### src/rtl/sfpc_defines.vh
// Constants of the transceiver sideband control block
`ifndef SFPC_DEFINES_VH
`define SFPC_DEFINES_VH

// Clock rate
`define SFPC_CLK_MHZ          20
`define SFPC_CLK_HZ           20000000

// Register word offsets
`define SFPC_OFS_CONTROL      4'h0
`define SFPC_OFS_STATUS       4'h1
`define SFPC_OFS_IRQ_STATUS   4'h2
`define SFPC_OFS_IRQ_MASK     4'h3
`define SFPC_OFS_IDENT        4'h4
`define SFPC_OFS_DIAG         4'h5

// Control fields
`define SFPC_CTL_RX_RATE      0
`define SFPC_CTL_TX_RATE      1
`define SFPC_CTL_HIGH_POWER   2
`define SFPC_CTL_RESET        3'h0

// Status fields
`define SFPC_ST_LASER_OFF     0
`define SFPC_ST_RX_RATE       1
`define SFPC_ST_TX_RATE       2
`define SFPC_ST_CDR_WORKING   3
`define SFPC_ST_FAULT         4
`define SFPC_ST_SIGNAL_LOST   5
`define SFPC_ST_MGMT_READY    6
`define SFPC_ST_MODULE_READY  7

// Interrupt fields
`define SFPC_IRQ_FAULT_SET    0
`define SFPC_IRQ_LOS_SET      1
`define SFPC_IRQ_READY        2
`define SFPC_IRQ_FAULT_CLR    3
`define SFPC_IRQ_RESET        4'h0

// Timing figures in their own units
`define SFPC_T_RESET_US       10
`define SFPC_T_MGMT_MS        300
`define SFPC_T_START_MS       300
`define SFPC_T_HIGH_POWER_MS  300
`define SFPC_T_COOLED_S       90

// Timing counts in clock cycles
`define SFPC_RESET_CYC        (`SFPC_T_RESET_US * `SFPC_CLK_MHZ)
`define SFPC_MGMT_CYC         (`SFPC_T_MGMT_MS * `SFPC_CLK_MHZ * 1000)
`define SFPC_START_CYC        (`SFPC_T_START_MS * `SFPC_CLK_MHZ * 1000)
`define SFPC_HIGH_POWER_CYC   (`SFPC_T_HIGH_POWER_MS * `SFPC_CLK_MHZ * 1000)
`define SFPC_COOLED_CYC       (`SFPC_T_COOLED_S * `SFPC_CLK_HZ)

`endif

### src/rtl/sfpc_sideband.v
// Sideband pin control, start-up timing and register slave of the transceiver
//
// Function
// - Fault flag released to pull-up high on laser fault
// - Laser off unless laser-off input low
// - Receive rate select reads low undriven
// - Transmit rate select reads low undriven
// - OR pins with bits; CDRs work both-high
// - Module-absent contact tied to ground
// - Signal-lost output high on low optical level
// - Identification and diagnostics readable by host
// - Laser off quickly after laser-off rises
// - Laser on within limit after release
// - Management ready within start-up time
// - Uncooled module ready within start-up time
// - Cooled module ready within its limit
// - Uncooled high power ready within limit
// - Long laser-off pulse clears latched fault
// - Fault flag asserted within cooled limit
// - Signal-lost asserted within its limit
// - Rate change settles within limit
//
// The register offsets and the Avalon-MM interface to the registers were decided locally.
`timescale 1ns/1ns
`include "sfpc_defines.vh"

module sfpc_sideband #(
  parameter        COOLED        = 1,
  parameter [31:0] RESET_CYC     = `SFPC_RESET_CYC,
  parameter [31:0] MGMT_CYC      = `SFPC_MGMT_CYC,
  parameter [31:0] START_CYC     = `SFPC_START_CYC,
  parameter [31:0] HIGH_PWR_CYC  = `SFPC_HIGH_POWER_CYC,
  parameter [31:0] COOLED_CYC    = `SFPC_COOLED_CYC,
  parameter [31:0] IDENT_VALUE   = 32'h0000_5A01
) (
  input  wire        ref_clk,
  input  wire        sys_rst,
  input  wire        laserOffPin,
  input  wire        rx_rate_select,
  input  wire        tx_rate_select,
  input  wire        laserFaultDetect,
  input  wire        rxPowerLow,
  input  wire [15:0] diagValue,
  input  wire [3:0]  avs_address,
  input  wire        avs_read,
  input  wire        avs_write,
  input  wire [31:0] avs_writedata,
  output reg  [31:0] avs_readdata,
  output wire        avs_waitrequest,
  output wire        laserEnable,
  output wire        rxCdrBypass,
  output wire        txCdrBypass,
  output wire        faultPinOut,
  output wire        faultPinOe,
  output wire        losPinOut,
  output wire        losPinOe,
  output wire        module_absent_pin,
  output wire        mgmtReady,
  output wire        moduleReady,
  output wire        irq
);

  // IDENT_VALUE is an arbitrary identification code

  ////////////////////////////////////////////////////////////////////////////////
  // Input synchronisers

  localparam NSYNC = 5;
  localparam SI_LASER_OFF = 0;
  localparam SI_RX_RATE   = 1;
  localparam SI_TX_RATE   = 2;
  localparam SI_FAULT     = 3;
  localparam SI_POWER_LOW = 4;

  wire [NSYNC-1:0] asyncIn;
  wire [NSYNC-1:0] syncIn;
  // Laser-off resets high so the laser stays dark until the pin is seen low
  wire [NSYNC-1:0] syncReset;

  assign asyncIn   = {rxPowerLow, laserFaultDetect, tx_rate_select, rx_rate_select,
                      laserOffPin};
  assign syncReset = {NSYNC{1'b0}} | {{(NSYNC-1){1'b0}}, 1'b1};

  genvar gi;
  generate
    for (gi = 0; gi < NSYNC; gi = gi + 1) begin : gSync
      reg stage1;
      reg stage2;
      always @(posedge ref_clk) begin
        if (sys_rst) begin
          stage1 <= syncReset[gi];
          stage2 <= syncReset[gi];
        end else begin
          stage1 <= asyncIn[gi];
          stage2 <= stage1;
        end
      end
      assign syncIn[gi] = stage2;
    end
  endgenerate

  wire laserOff;
  wire rxRatePin;
  wire txRatePin;
  wire faultSeen;
  wire powerLow;

  assign laserOff  = syncIn[SI_LASER_OFF];
  assign rxRatePin = syncIn[SI_RX_RATE];
  assign txRatePin = syncIn[SI_TX_RATE];
  assign faultSeen = syncIn[SI_FAULT];
  assign powerLow  = syncIn[SI_POWER_LOW];

  ////////////////////////////////////////////////////////////////////////////////
  // Avalon-MM slave, one wait state

  reg         busAck;
  reg  [2:0]  control;
  reg  [3:0]  irqStatus;
  reg  [3:0]  irqMask;
  wire        busReq;
  wire        wrStrobe;
  wire [31:0] statusWord;
  reg  [31:0] next_readdata;

  assign busReq          = avs_read | avs_write;
  assign avs_waitrequest = busReq & ~busAck;
  assign wrStrobe        = avs_write & busAck;

  always @(posedge ref_clk) begin
    if (sys_rst) begin
      busAck <= 1'b0;
    end else begin
      busAck <= busReq & ~busAck;
    end
  end

  always @* begin
    next_readdata = 32'h0000_0000;
    case (avs_address)
      `SFPC_OFS_CONTROL:    next_readdata = {29'h0000_0000, control};
      `SFPC_OFS_STATUS:     next_readdata = statusWord;
      `SFPC_OFS_IRQ_STATUS: next_readdata = {28'h000_0000, irqStatus};
      `SFPC_OFS_IRQ_MASK:   next_readdata = {28'h000_0000, irqMask};
      `SFPC_OFS_IDENT: begin
        if (mgmtReady) begin
          next_readdata = IDENT_VALUE;
        end
      end
      `SFPC_OFS_DIAG: begin
        if (mgmtReady) begin
          next_readdata = {16'h0000, diagValue};
        end
      end
      default:              next_readdata = 32'h0000_0000;
    endcase
  end

  always @(posedge ref_clk) begin
    if (sys_rst) begin
      avs_readdata <= 32'h0000_0000;
    end else if (avs_read & ~busAck) begin
      avs_readdata <= next_readdata;
    end
  end

  // Control and mask registers
  wire highPowerRise;

  assign highPowerRise = wrStrobe & (avs_address == `SFPC_OFS_CONTROL) &
                         avs_writedata[`SFPC_CTL_HIGH_POWER] &
                         ~control[`SFPC_CTL_HIGH_POWER];

  always @(posedge ref_clk) begin
    if (sys_rst) begin
      control <= `SFPC_CTL_RESET;
      irqMask <= `SFPC_IRQ_RESET;
    end else if (wrStrobe) begin
      if (avs_address == `SFPC_OFS_CONTROL) begin
        control <= avs_writedata[2:0];
      end
      if (avs_address == `SFPC_OFS_IRQ_MASK) begin
        irqMask <= avs_writedata[3:0];
      end
    end
  end

  ////////////////////////////////////////////////////////////////////////////////
  // Rate select and clock recovery

  wire rxRateOr;
  wire txRateOr;
  wire cdrWorking;

  assign rxRateOr   = rxRatePin | control[`SFPC_CTL_RX_RATE];
  assign txRateOr   = txRatePin | control[`SFPC_CTL_TX_RATE];
  assign cdrWorking = rxRateOr & txRateOr;
  assign rxCdrBypass = ~cdrWorking;
  assign txCdrBypass = ~cdrWorking;

  ////////////////////////////////////////////////////////////////////////////////
  // Laser fault latch and reset by a long laser-off pulse

  reg        faultFlag;
  reg [31:0] offHeld;
  wire       faultClear;

  always @(posedge ref_clk) begin
    if (sys_rst) begin
      offHeld <= 32'h0000_0000;
    end else if (!laserOff) begin
      offHeld <= 32'h0000_0000;
    end else if (offHeld < RESET_CYC) begin
      offHeld <= offHeld + 32'h0000_0001;
    end
  end

  assign faultClear = laserOff & (offHeld >= RESET_CYC);

  always @(posedge ref_clk) begin
    if (sys_rst) begin
      faultFlag <= 1'b0;
    end else if (faultSeen) begin
      faultFlag <= 1'b1;
    end else if (faultClear) begin
      faultFlag <= 1'b0;
    end
  end

  // Open-drain pins: enable pulls the line low, pull-up gives the high level
  assign faultPinOut = 1'b0;
  assign faultPinOe  = ~faultFlag;
  assign losPinOut   = 1'b0;
  assign losPinOe    = ~powerLow;
  assign module_absent_pin = 1'b0;

  ////////////////////////////////////////////////////////////////////////////////
  // Start-up timers

  reg        mgmtDone;
  reg [31:0] mgmtCount;

  always @(posedge ref_clk) begin
    if (sys_rst) begin
      mgmtCount <= 32'h0000_0000;
      mgmtDone  <= 1'b0;
    end else if (!mgmtDone) begin
      mgmtCount <= mgmtCount + 32'h0000_0001;
      if (mgmtCount >= MGMT_CYC - 32'h0000_0001) begin
        mgmtDone <= 1'b1;
      end
    end
  end

  assign mgmtReady = mgmtDone;

  localparam ST_WAIT  = 2'h0;
  localparam ST_READY = 2'h1;
  localparam [31:0] START_TARGET = (COOLED != 0) ? COOLED_CYC : START_CYC;

  reg  [1:0]  upState;
  reg  [31:0] upCount;
  reg  [31:0] upTarget;
  reg         faultPrev;
  wire        restartUp;
  wire        recovered;
  wire [31:0] normalTarget;
  wire [31:0] powerTarget;

  assign recovered    = faultPrev & ~faultFlag;
  assign normalTarget = START_TARGET;
  assign powerTarget  = (COOLED != 0) ? COOLED_CYC : HIGH_PWR_CYC;
  assign restartUp    = highPowerRise | recovered;

  always @(posedge ref_clk) begin
    if (sys_rst) begin
      faultPrev <= 1'b0;
    end else begin
      faultPrev <= faultFlag;
    end
  end

  always @(posedge ref_clk) begin
    if (sys_rst) begin
      upState  <= ST_WAIT;
      upCount  <= 32'h0000_0000;
      upTarget <= START_TARGET;
    end else if (restartUp) begin
      upState  <= ST_WAIT;
      upCount  <= 32'h0000_0000;
      upTarget <= highPowerRise ? powerTarget : normalTarget;
    end else begin
      case (upState)
        ST_WAIT: begin
          upCount <= upCount + 32'h0000_0001;
          if (upCount >= upTarget - 32'h0000_0001) begin
            upState <= ST_READY;
          end
        end
        ST_READY: begin
          upCount <= upCount;
        end
        default: begin
          upState <= ST_WAIT;
        end
      endcase
    end
  end

  assign moduleReady = (upState == ST_READY);

  ////////////////////////////////////////////////////////////////////////////////
  // Laser drive

  // Off at once after the synchronised laser-off; on again with no added delay
  assign laserEnable = ~laserOff & ~faultFlag & moduleReady;

  ////////////////////////////////////////////////////////////////////////////////
  // Status and interrupts

  reg powerLowPrev;
  reg readyPrev;

  assign statusWord = {24'h00_0000, moduleReady, mgmtReady, powerLow, faultFlag,
                       cdrWorking, txRatePin, rxRatePin, laserOff};

  always @(posedge ref_clk) begin
    if (sys_rst) begin
      powerLowPrev <= 1'b0;
      readyPrev    <= 1'b0;
    end else begin
      powerLowPrev <= powerLow;
      readyPrev    <= moduleReady;
    end
  end

  wire [3:0] irqEvent;
  wire [3:0] irqClear;

  assign irqEvent = {recovered, moduleReady & ~readyPrev, powerLow & ~powerLowPrev,
                     faultFlag & ~faultPrev};
  assign irqClear = (wrStrobe && avs_address == `SFPC_OFS_IRQ_STATUS) ?
                    avs_writedata[3:0] : 4'h0;

  always @(posedge ref_clk) begin
    if (sys_rst) begin
      irqStatus <= `SFPC_IRQ_RESET;
    end else begin
      irqStatus <= (irqStatus & ~irqClear) | irqEvent;
    end
  end

  assign irq = |(irqStatus & irqMask);

endmodule // sfpc_sideband

### config.mk
export PLATFORM = sky130hd
export DESIGN_NAME = sfpc_sideband
export DESIGN_NICKNAME = d
export VERILOG_FILES = /design/src/rtl/sfpc_sideband.v
export VERILOG_INCLUDE_DIRS = /design/src /design/src/rtl
export SDC_FILE = /design/constraint.sdc
export NUM_CORES = 1
export LEC_CHECK = 0
export BUFFER_PORTS_ARGS = -buffer_cell sky130_fd_sc_hd__buf_2
export CAP_MARGIN = 30
export CELL_PAD_IN_SITES_DETAIL_PLACEMENT = 0
export CELL_PAD_IN_SITES_GLOBAL_PLACEMENT = 1
export CORE_MARGIN = 2
export CORE_UTILIZATION = 30
export DETAILED_ROUTE_END_ITERATION = 10
export PLACE_DENSITY_LB_ADDON = 0.2
export REMOVE_ABC_BUFFERS = 1
export SLEW_MARGIN = 20
export SYNTH_ARGS = -nofsm -noshare
export SYNTH_HDL_FRONTEND = slang
export SYNTH_SLANG_ARGS = --single-unit
### constraint.sdc
create_clock -name ref_clk -period 3.4 [get_ports ref_clk]
set_input_delay 0.34 -clock ref_clk [delete_from_list [all_inputs] [get_ports ref_clk]]
set_output_delay 0.34 -clock ref_clk [all_outputs]
set_load 0.005 [all_outputs]
# Word-level counts from Yosys, hierarchy flattened
# Cells that the tools add are included.
# classes
n_reduce_logical	10
eq_ne	7
n_lt_le_gt_ge	4
n_addsub	3
bitwise_logic	32
n_div	0
shifts	0
muxes	10
multipliers	0
# ops
operator	count
adder 32 x 1 -> 32 bit (second input constant)	3
case mux 16 bit (6 select lines)	1
greater-or-equal comparator 32 x 23 -> 1 bit (second input constant)	1
greater-or-equal comparator 32 x 31 -> 1 bit (second input constant)	1
greater-or-equal comparator 32 x 8 -> 1 bit (second input constant)	1
less-than comparator 32 x 8 -> 1 bit (second input constant)	1
two-way mux 16 bit	1
two-way mux 15 bit	1
AND 1 bit	14
inverter 1 bit	10
AND 4 bit	2
equality test 4 x 2 -> 1 bit (second input constant)	2
equality test 4 x 3 -> 1 bit (second input constant)	2
AND reduction 2 bit	3
equality test 4 x 1 -> 1 bit (second input constant)	1
zero test 4 bit	1
two-way mux 1 bit	4
two-way mux 4 bit	1
inverter 4 bit	1
OR 1 bit	4
OR 4 bit	1
case mux 2 bit (2 select lines)	1
OR reduction 2 bit	2
OR reduction 4 bit	1
6 further kinds	6
# word_totals
ram_bits	0
register_bits	157
latchBits	0
inputBits	61
output_inout_bits	44
elab_cells	90
mem_count	0
rom_bits	0

# Longest topological paths before layout
# Gate-level depths: netlist of run 1.
# depth
depth_word	6
ltp_mapped	7

# Worst setup path after synthesis of run 1
# Ideal clock, no wire load.
# synth_timing
path_kind	register -> register
start	reg mgmtCount[0]
end	reg mgmtCount[26]
stages_incl_launch_ff	7
arrival_time_ps	1850
path_slack_ps	1480
required_time_ps	3330
setup_ps	70
path_cell_list	dfxtp_1 > ha_1 > nand3b_1 > or4_1 > buf_2 > or4_1 > a21oi_1
# synth_between
elab_chain_cells	1
# synth_lines
item	line	rtl
start, declared	sfpc_sideband.v:241	reg [31:0] mgmtCount;
start signal, assigned	sfpc_sideband.v:248	mgmtCount <= mgmtCount + 32'h0000_0001;
adder 32 x 1 -> 32 bit	sfpc_sideband.v:248	
# Every way passes these cells.
# A chain may end at the register's enable or synchronous reset.

# Worst setup path in the final report of run 1
# layout_timing
start	reg upState[0]
end	reg upCount[19]
# layout_between
elab_chain_cells	1
# layout_lines
item	line	rtl
start, declared	sfpc_sideband.v:261	reg [1:0] upState;
start signal, assigned	sfpc_sideband.v:285	upState <= ST_WAIT;
start signal, assigned	sfpc_sideband.v:289	upState <= ST_WAIT;
start signal, assigned	sfpc_sideband.v:297	upState <= ST_READY;
zero test 2 bit	sfpc_sideband.v:293	case (upState)
end signal, assigned	sfpc_sideband.v:295	upCount <= upCount + 32'h0000_0001;
end signal, assigned	sfpc_sideband.v:301	upCount <= upCount;
end, declared	sfpc_sideband.v:262	reg [31:0] upCount;
# Every way passes these cells.

==> results of run 1 <==
## final timing paths
path,from,end,cells after the start
min reg2reg,gSync[0].stage1,gSync[0].stage2,1
max reg2reg,upState[0],upCount[19],4
min,laserOffPin,gSync[0].stage1,2
max,upState[0],upCount[19],4
## flip-flops by register name (all words and copies together) (netlist names)
register	count
upState	1
mgmtReady	1
upCount	32
irqMask	4
control	3
offHeld	32
busAck	1
mgmtCount	32
faultFlag	1
faultPrev	1
gSync.stage2	4
irqStatus	4
gSync.stage1	5
faultSeen	1
powerLowPrev	1
avs_readdata	16
readyPrev	1
## power by group
part	internal, mW	total (mW)	leakage [nW]	switching (mW)
registers	1.66	1.68	1.13	0.0199
logic	0.0516	0.139	1.17	0.0876
clock network	1.13	1.83	0.273	0.701
total	2.84	3.65	2.58	0.809
## routing by layer
metal	share of wire [%]	GRT usage (%)	wire length, um	up-vias
met4	1.0	4.24	152	0
li1	-	-	-	2591
met3	3.6	3.50	528	10
met5	0	0	0	-
met1	49	18.0	7140	2438
met2	46	22.2	6710	78
## area by class of cell
| class | instances | share of cell area (%) |
|---|---|---|
| Multi-Input combinational cell | 501 | 43.1 |
| Clock buffer | 21 | 6.47 |
| Clock inverter | 10 | 1.60 |
| Sequential cell | 140 | 38.5 |
| Inverter | 18 | 0.929 |
| Tap cell | 270 | 4.65 |
| Timing Repair Buffer | 65 | 4.75 |
## kinds of logic (layout without fill, tap and decap cells)
logic type	count (synthesis)	in the layout	synth area share [%]
AOI/OAI and AO/OA	130	130	12.9
xor gates and xnor gates	22	22	3.08
adders and majority gates	4	4	0.801
buffers and inverters	80	114	6.18
DFF	140	140	44.8
muxes	21	21	3.96
other	1	19	0.0600
and+or+nand+nor	305	305	28.2
## synth_stat cells, drive strengths merged, types with 5 or more instances
library cell / count
and3: 10
xnor2: 14
and4: 5
buf: 25
inv: 18
nand3b: 13
xor2: 8
a32o: 5
nand2b: 11
nor2: 50
nand4: 14
nand2: 35
a22oi: 9
o31ai: 19
nor2b: 15
dfxtp: 140
nor3: 16
mux2i: 18
nand3: 36
or4: 26
clkbuf: 37
a21oi: 53
o21ai: 23
nor4: 13
or3: 16
and2: 29
o2111ai: 5
## cell usage in the layout (no fill, tap or decap), types with 4 or more instances in the layout
cell type and count:
nand2_1 35, or4_1 26, and3b_1 4, nor3_1 16, a21oi_1 53, nor4_1 13, o2111ai_1 5, o21ai_0 23
and2_1 28, buf_2 57, dfxtp_1 140, nor2_1 50, xnor2_1 14, or3_1 16, nor2b_1 15, o31ai_1 19
ha_1 4, conb_1 19, xor2_1 8, nand4_1 12, inv_1 18, a22oi_1 9, nand2b_1 11, nand3_1 36
nand3b_1 13, a32o_1 5, and4_1 5, and3_1 10, buf_4 8, mux2i_1 18, clkbuf_16 17, clkinvlp_4 5
==> flow_summary.toml, run 1 <==
[pwr]
cellLeakagePower_nw = 2.58
irDropWorstVdd_v = 0.000367
power-per-cell-area_nw_per_um2 = 502
post-layout-total-power_mw = 3.65

[sta]
timing_worst_slew_pin_value_ns = 0.777
layout_setup_ws_ns = 0.988
clock_skew_ns = 0.00698
max_slew_margin_pct = 48.1
max_freq_mhz = 415
timing_hold_violations_final = 0
holdWs_ns = 0.118
portion_of_the_clock_cycle_consumed_by_the_worst_path_in_the_final_layout_pct = 70.9
finalSetupViolCount = 0
final.min_clock_period_ns = 2.41
slew_violations = 0
grt_setup_unrepaired = "no"
tns_ns = 0

[worst_setup_path]
worstSetupEndpointType = "flip-flop"
criticalPathCategory = "reg -> reg"
critical-path-slowest-cell = "or4_1"
critical_path.cell_chain = "nand4b_1 > or4_1 > or4_1 > a21oi_1"
crit_top_cell = "or4_1"
critPathRequiredTime_ns = 3.75
crit_fanout = 17
worstSetupStartpointType = "flip-flop"
rrSetupSlack_ns = 0.99
critPathMaxStageDelay_ns = 0.77
cp.buffers_inverters = 0
data_arrival_critical_path_ns = 2.76
cpLargestDelayFamily = "simple AND/OR/NAND/NOR gates"

[final_layout]
n_fill_cell = 2076
final_cells = 1025
area_growth_synth_to_finish_pct = 16.3
final_cell_area_sq_um = 7270
postLayoutCoreUtil_pct = 35.7
antenna_cells = 0
final_layout_size_suffix_gt1_share_pct = 13.8
footprint_of_the_multi_input_gates_sq_um = 3130
num-nets-final = 808
regArea_sq_um = 2800

[synthesis]
synth-async-reset-ratio_pct = 0
synth_top_cell_area_share_pct = 44.8
ys_dominant_reg_cell = "dfxtp_1"
synthesis.area_per_instance_sq_um = 8.89
syn-cell-area_sq_um = 6250
number_of_enable_type_register_cells_in_the_synthesized_netlist = 0
synthesis.yosys.warnings = 0
synthDistinctLibCells = 52
post_synth_inst_count = 703
ys_top_cells_by_area = "dfxtp_1, a21oi_1, or4_1"
netlist.top_cell.by_area = "dfxtp_1"
yosys_register_bits = 140
synth_seq_area_share_pct = 44.8

[job]
maxCapViolations = 0

[floorplan]
fp.dieArea_sq_um = 22000
io_pins = 105
rows = 52
core_sq_um = 20400
dieHeight_um = 148
initial_core_util_pct = 30.7
die_w_um = 148

[placed_design]
dp_cells = 994
port-buffer-count = 57
hpwlAfterDp_mm = 9.95
post_dp_cell_area_sq_um = 6680
dp_slack_ns = 1.00
gp_routability_congestion = 0.754

[global_route]
global_route.overflow_total = 0
grt_util_all_layers_pct = 13.7
wire_length_of_the_first_global_routing_pass_mm = 24.4
via_count_of_the_first_global_routing_pass = 5039
grt_start_max_net_pins = 56
grt_antenna_before_repair = 0

[clock_network]
cts-hold-fix-buffers = 0
tritoncts_clock_tree = "yes"
post_cts.repair.setup_buffers = 0
clkSinkCount = 140
clock_tree.root_cell = "clkbuf_16"
cts_htree_levels = 4
path_clk_slew_ns = 0.06
cts_resized = 0
tritoncts.num_buffers = 17
worst_skew_pair.late_latency_ns = 0.42
clockBufferDepth = 2

[detailed_routing]
via_per_inst = 4.99
dr.first_iter.drc_count = 336
drt_wl_total_mm = 14.5
remaining_drc_errors = 0
dr_total_vias = 5117
post_drt_wl_per_cell_um = 14.2
drt_pass1_iterations = 4
detail-route-antenna-nets = 0

[outcome]
status = "finished, final reports clean"

[min_path]
hold_class = "in -> reg"
(Power assumes the default switching activity.)
==> run 2: changes to the inputs <==
clock period = 2.43 ns   (was 3.4 ns; I/O delays follow)
==> run 2 against run 1 <==
Compared with the run above: register-to-register slack got worse by 0.74 ns; die area did not move; core utilization rose by 0.59 points; design area rose by 1.7%; clock power rose by 44%; largest cell class unchanged; sequential share of layout area fell by 0.63 points; largest power group unchanged; global-route usage rose by 0.17 points; power rose by 42%; clock skew fell by 0.0011 ns; fmax rose by 11%; critical path type unchanged; non-clock buffer count rose by 14.
==> flow_summary.toml, run 2 (synthesized netlist as in run 1, its figures left out) <==
[worst_setup_path]
worstSetupEndpointType = "flip-flop"
criticalPathCategory = "reg -> reg"
crit_top_cell = "or4_1"
critical_path.cell_chain = "ha_1 > nand3b_1 > or4_1 > buf_4 > or4_1 > a21oi_1"
crit_fanout = 19
critPathRequiredTime_ns = 2.78
critical-path-slowest-cell = "or4_1"
data_arrival_critical_path_ns = 2.53
worstSetupStartpointType = "flip-flop"
critPathMaxStageDelay_ns = 0.52

[sta]
final.min_clock_period_ns = 2.18
portion_of_the_clock_cycle_consumed_by_the_worst_path_in_the_final_layout_pct = 89.7
grt_setup_unrepaired = "no"
slew_violations = 0
timing_hold_violations_final = 0
max_freq_mhz = 459
tns_ns = 0
max_slew_margin_pct = 64.9
timing_worst_slew_pin_value_ns = 0.520
finalSetupViolCount = 0
clock_skew_ns = 0.00593

[pwr]
internal_power_mw = 4.05
combinationalPowerShare_pct = 3.8
p_sw_share_pct = 21.9
power-per-cell-area_nw_per_um2 = 702
p_sw_mw = 1.13
irDropWorstVdd_v = 0.000407
seq_power_share_pct = 45.3
cellLeakagePower_nw = 2.66
clockPowerShare_pct = 50.9

[final_layout]
final_cell_area_sq_um = 7390
largestRegisters = "mgmtCount: 32 flops, offHeld: 32 flops, upCount: 32 flops"
antenna_cells = 0
area_growth_synth_to_finish_pct = 18.2
num-nets-final = 822
top_library_cells_by_usage_in_the_layout_fill_and_taps_aside = "dfxtp_1, buf_2, a21oi_1, nor2_1, nand3_1"
final_cells = 1039
final_layout_size_suffix_gt1_share_pct = 15.3
mostFrequentLayoutCell = "dfxtp_1"

[floorplan]
die_w_um = 148
core_sq_um = 20400
rows = 52
io_pins = 105
initial_core_util_pct = 30.7
dieHeight_um = 148
fp.dieArea_sq_um = 22000

[clock_network]
cts_resized = 0
cts_htree_levels = 4
clockBufferDepth = 2
worst_skew_pair.late_latency_ns = 0.42
post_cts.repair.setup_buffers = 0
path_clk_slew_ns = 0.06
cts-hold-fix-buffers = 1
clock_tree.root_cell = "clkbuf_16"
tritoncts.num_buffers = 17
clkSinkCount = 140
tritoncts_clock_tree = "yes"

[detailed_routing]
drt_wl_total_mm = 14.8
post_drt_wl_per_cell_um = 14.2
dr.first_iter.drc_count = 315
via_per_inst = 4.99
dr_total_vias = 5188
remaining_drc_errors = 0
detail-route-antenna-nets = 0
drt_pass1_iterations = 4

[placed_design]
port-buffer-count = 57
dp_cells = 1007
post_dp_cell_area_sq_um = 6780
gp_routability_congestion = 0.774
hpwlAfterDp_mm = 10.4

[global_route]
grt_start_max_net_pins = 38
grt_util_all_layers_pct = 13.9
via_count_of_the_first_global_routing_pass = 5114
global_route.overflow_total = 0
grt_antenna_before_repair = 0
wire_length_of_the_first_global_routing_pass_mm = 24.8

[min_path]
hold_class = "in -> reg"

[job]
maxCapViolations = 0

[outcome]
status = "finished, final reports clean"
==> run 2: changes by cell type in the layout (fill, tap and decap cells not counted), sizes merged <==
cell,change
bufinv,+1
clkinv,+3
dlygate4sd3,+1
clkinvlp,-2
clkbuf,-2
buf,+13
==> run 2: through the flow <==
step | setup slack [ns] | total power, mW | hold WS (ns) | utilization, %
3_5_place_dp | 0.293 | 2.60 | 0.405 | 33.3
3_3_place_gp | 0.316 | 2.59 | 0.395 | 33.3
2_1_floorplan | 0.341 | 2.49 | 0.310 | -
4_1_cts | 0.254 | 5.25 | 0.0244 | 36.3
5_1_grt | 0.135 | 5.38 | 0.0409 | 36.3
6_report | 0.251 | 5.19 | 0.0359 | 36.3
==> run 2: final timing paths <==
check / slack (ns) / cells after the start / end / startpoint
worst min-delay path: 0.04 / 2 / gSync[4].stage1 / rxPowerLow
worst max-delay path: 0.25 / 6 / mgmtCount[30] / mgmtCount[1]
worst max register to register: 0.25 / 6 / mgmtCount[30] / mgmtCount[1]
worst min register to register: 0.41 / 1 / gSync[0].stage2 / gSync[0].stage1
==> run 2: power groups by stage <==
stage               logic (mW)  registers, mW  clock network (mW)
global route             0.224           2.35                2.80
CTS                      0.200           2.35                2.70
global placement         0.192           2.40                   0
detailed placement       0.198           2.40                   0
floorplan               0.0954           2.39                   0
finish                   0.198           2.35                2.64
==> run 2: critical path: cells and delay by family (launching register included) <==
family / cells / cell delay, ns
AOI/OAI and AO/OA: 1 / 0.15
adders and majority gates: 1 / 0.24
buffers and inverters: 1 / 0.21
DFF: 1 / 0.41
and+or+nand+nor: 3 / 1.09
==> run 2: cell type report <==
| class | count | area, sq um |
|---|---|---|
| clock buffer | 19 | 453 |
| clock inverter | 12 | 146 |
| fill | 2095 | 13000 |
| inverter | 18 | 67.6 |
| multi-input combinational | 501 | 3130 |
| sequential | 140 | 2800 |
| tap | 270 | 338 |
| timing repair buffer | 79 | 453 |
==> run 2: metal layers <==
layer	vias to the layer above	part of all wire [%]	global-route usage [%]
met1	2495	49	18.2
li1	2609	-	-
met4	0	0.93	4.33
met3	9	3.3	3.71
met5	-	0	0
met2	75	47	22.3
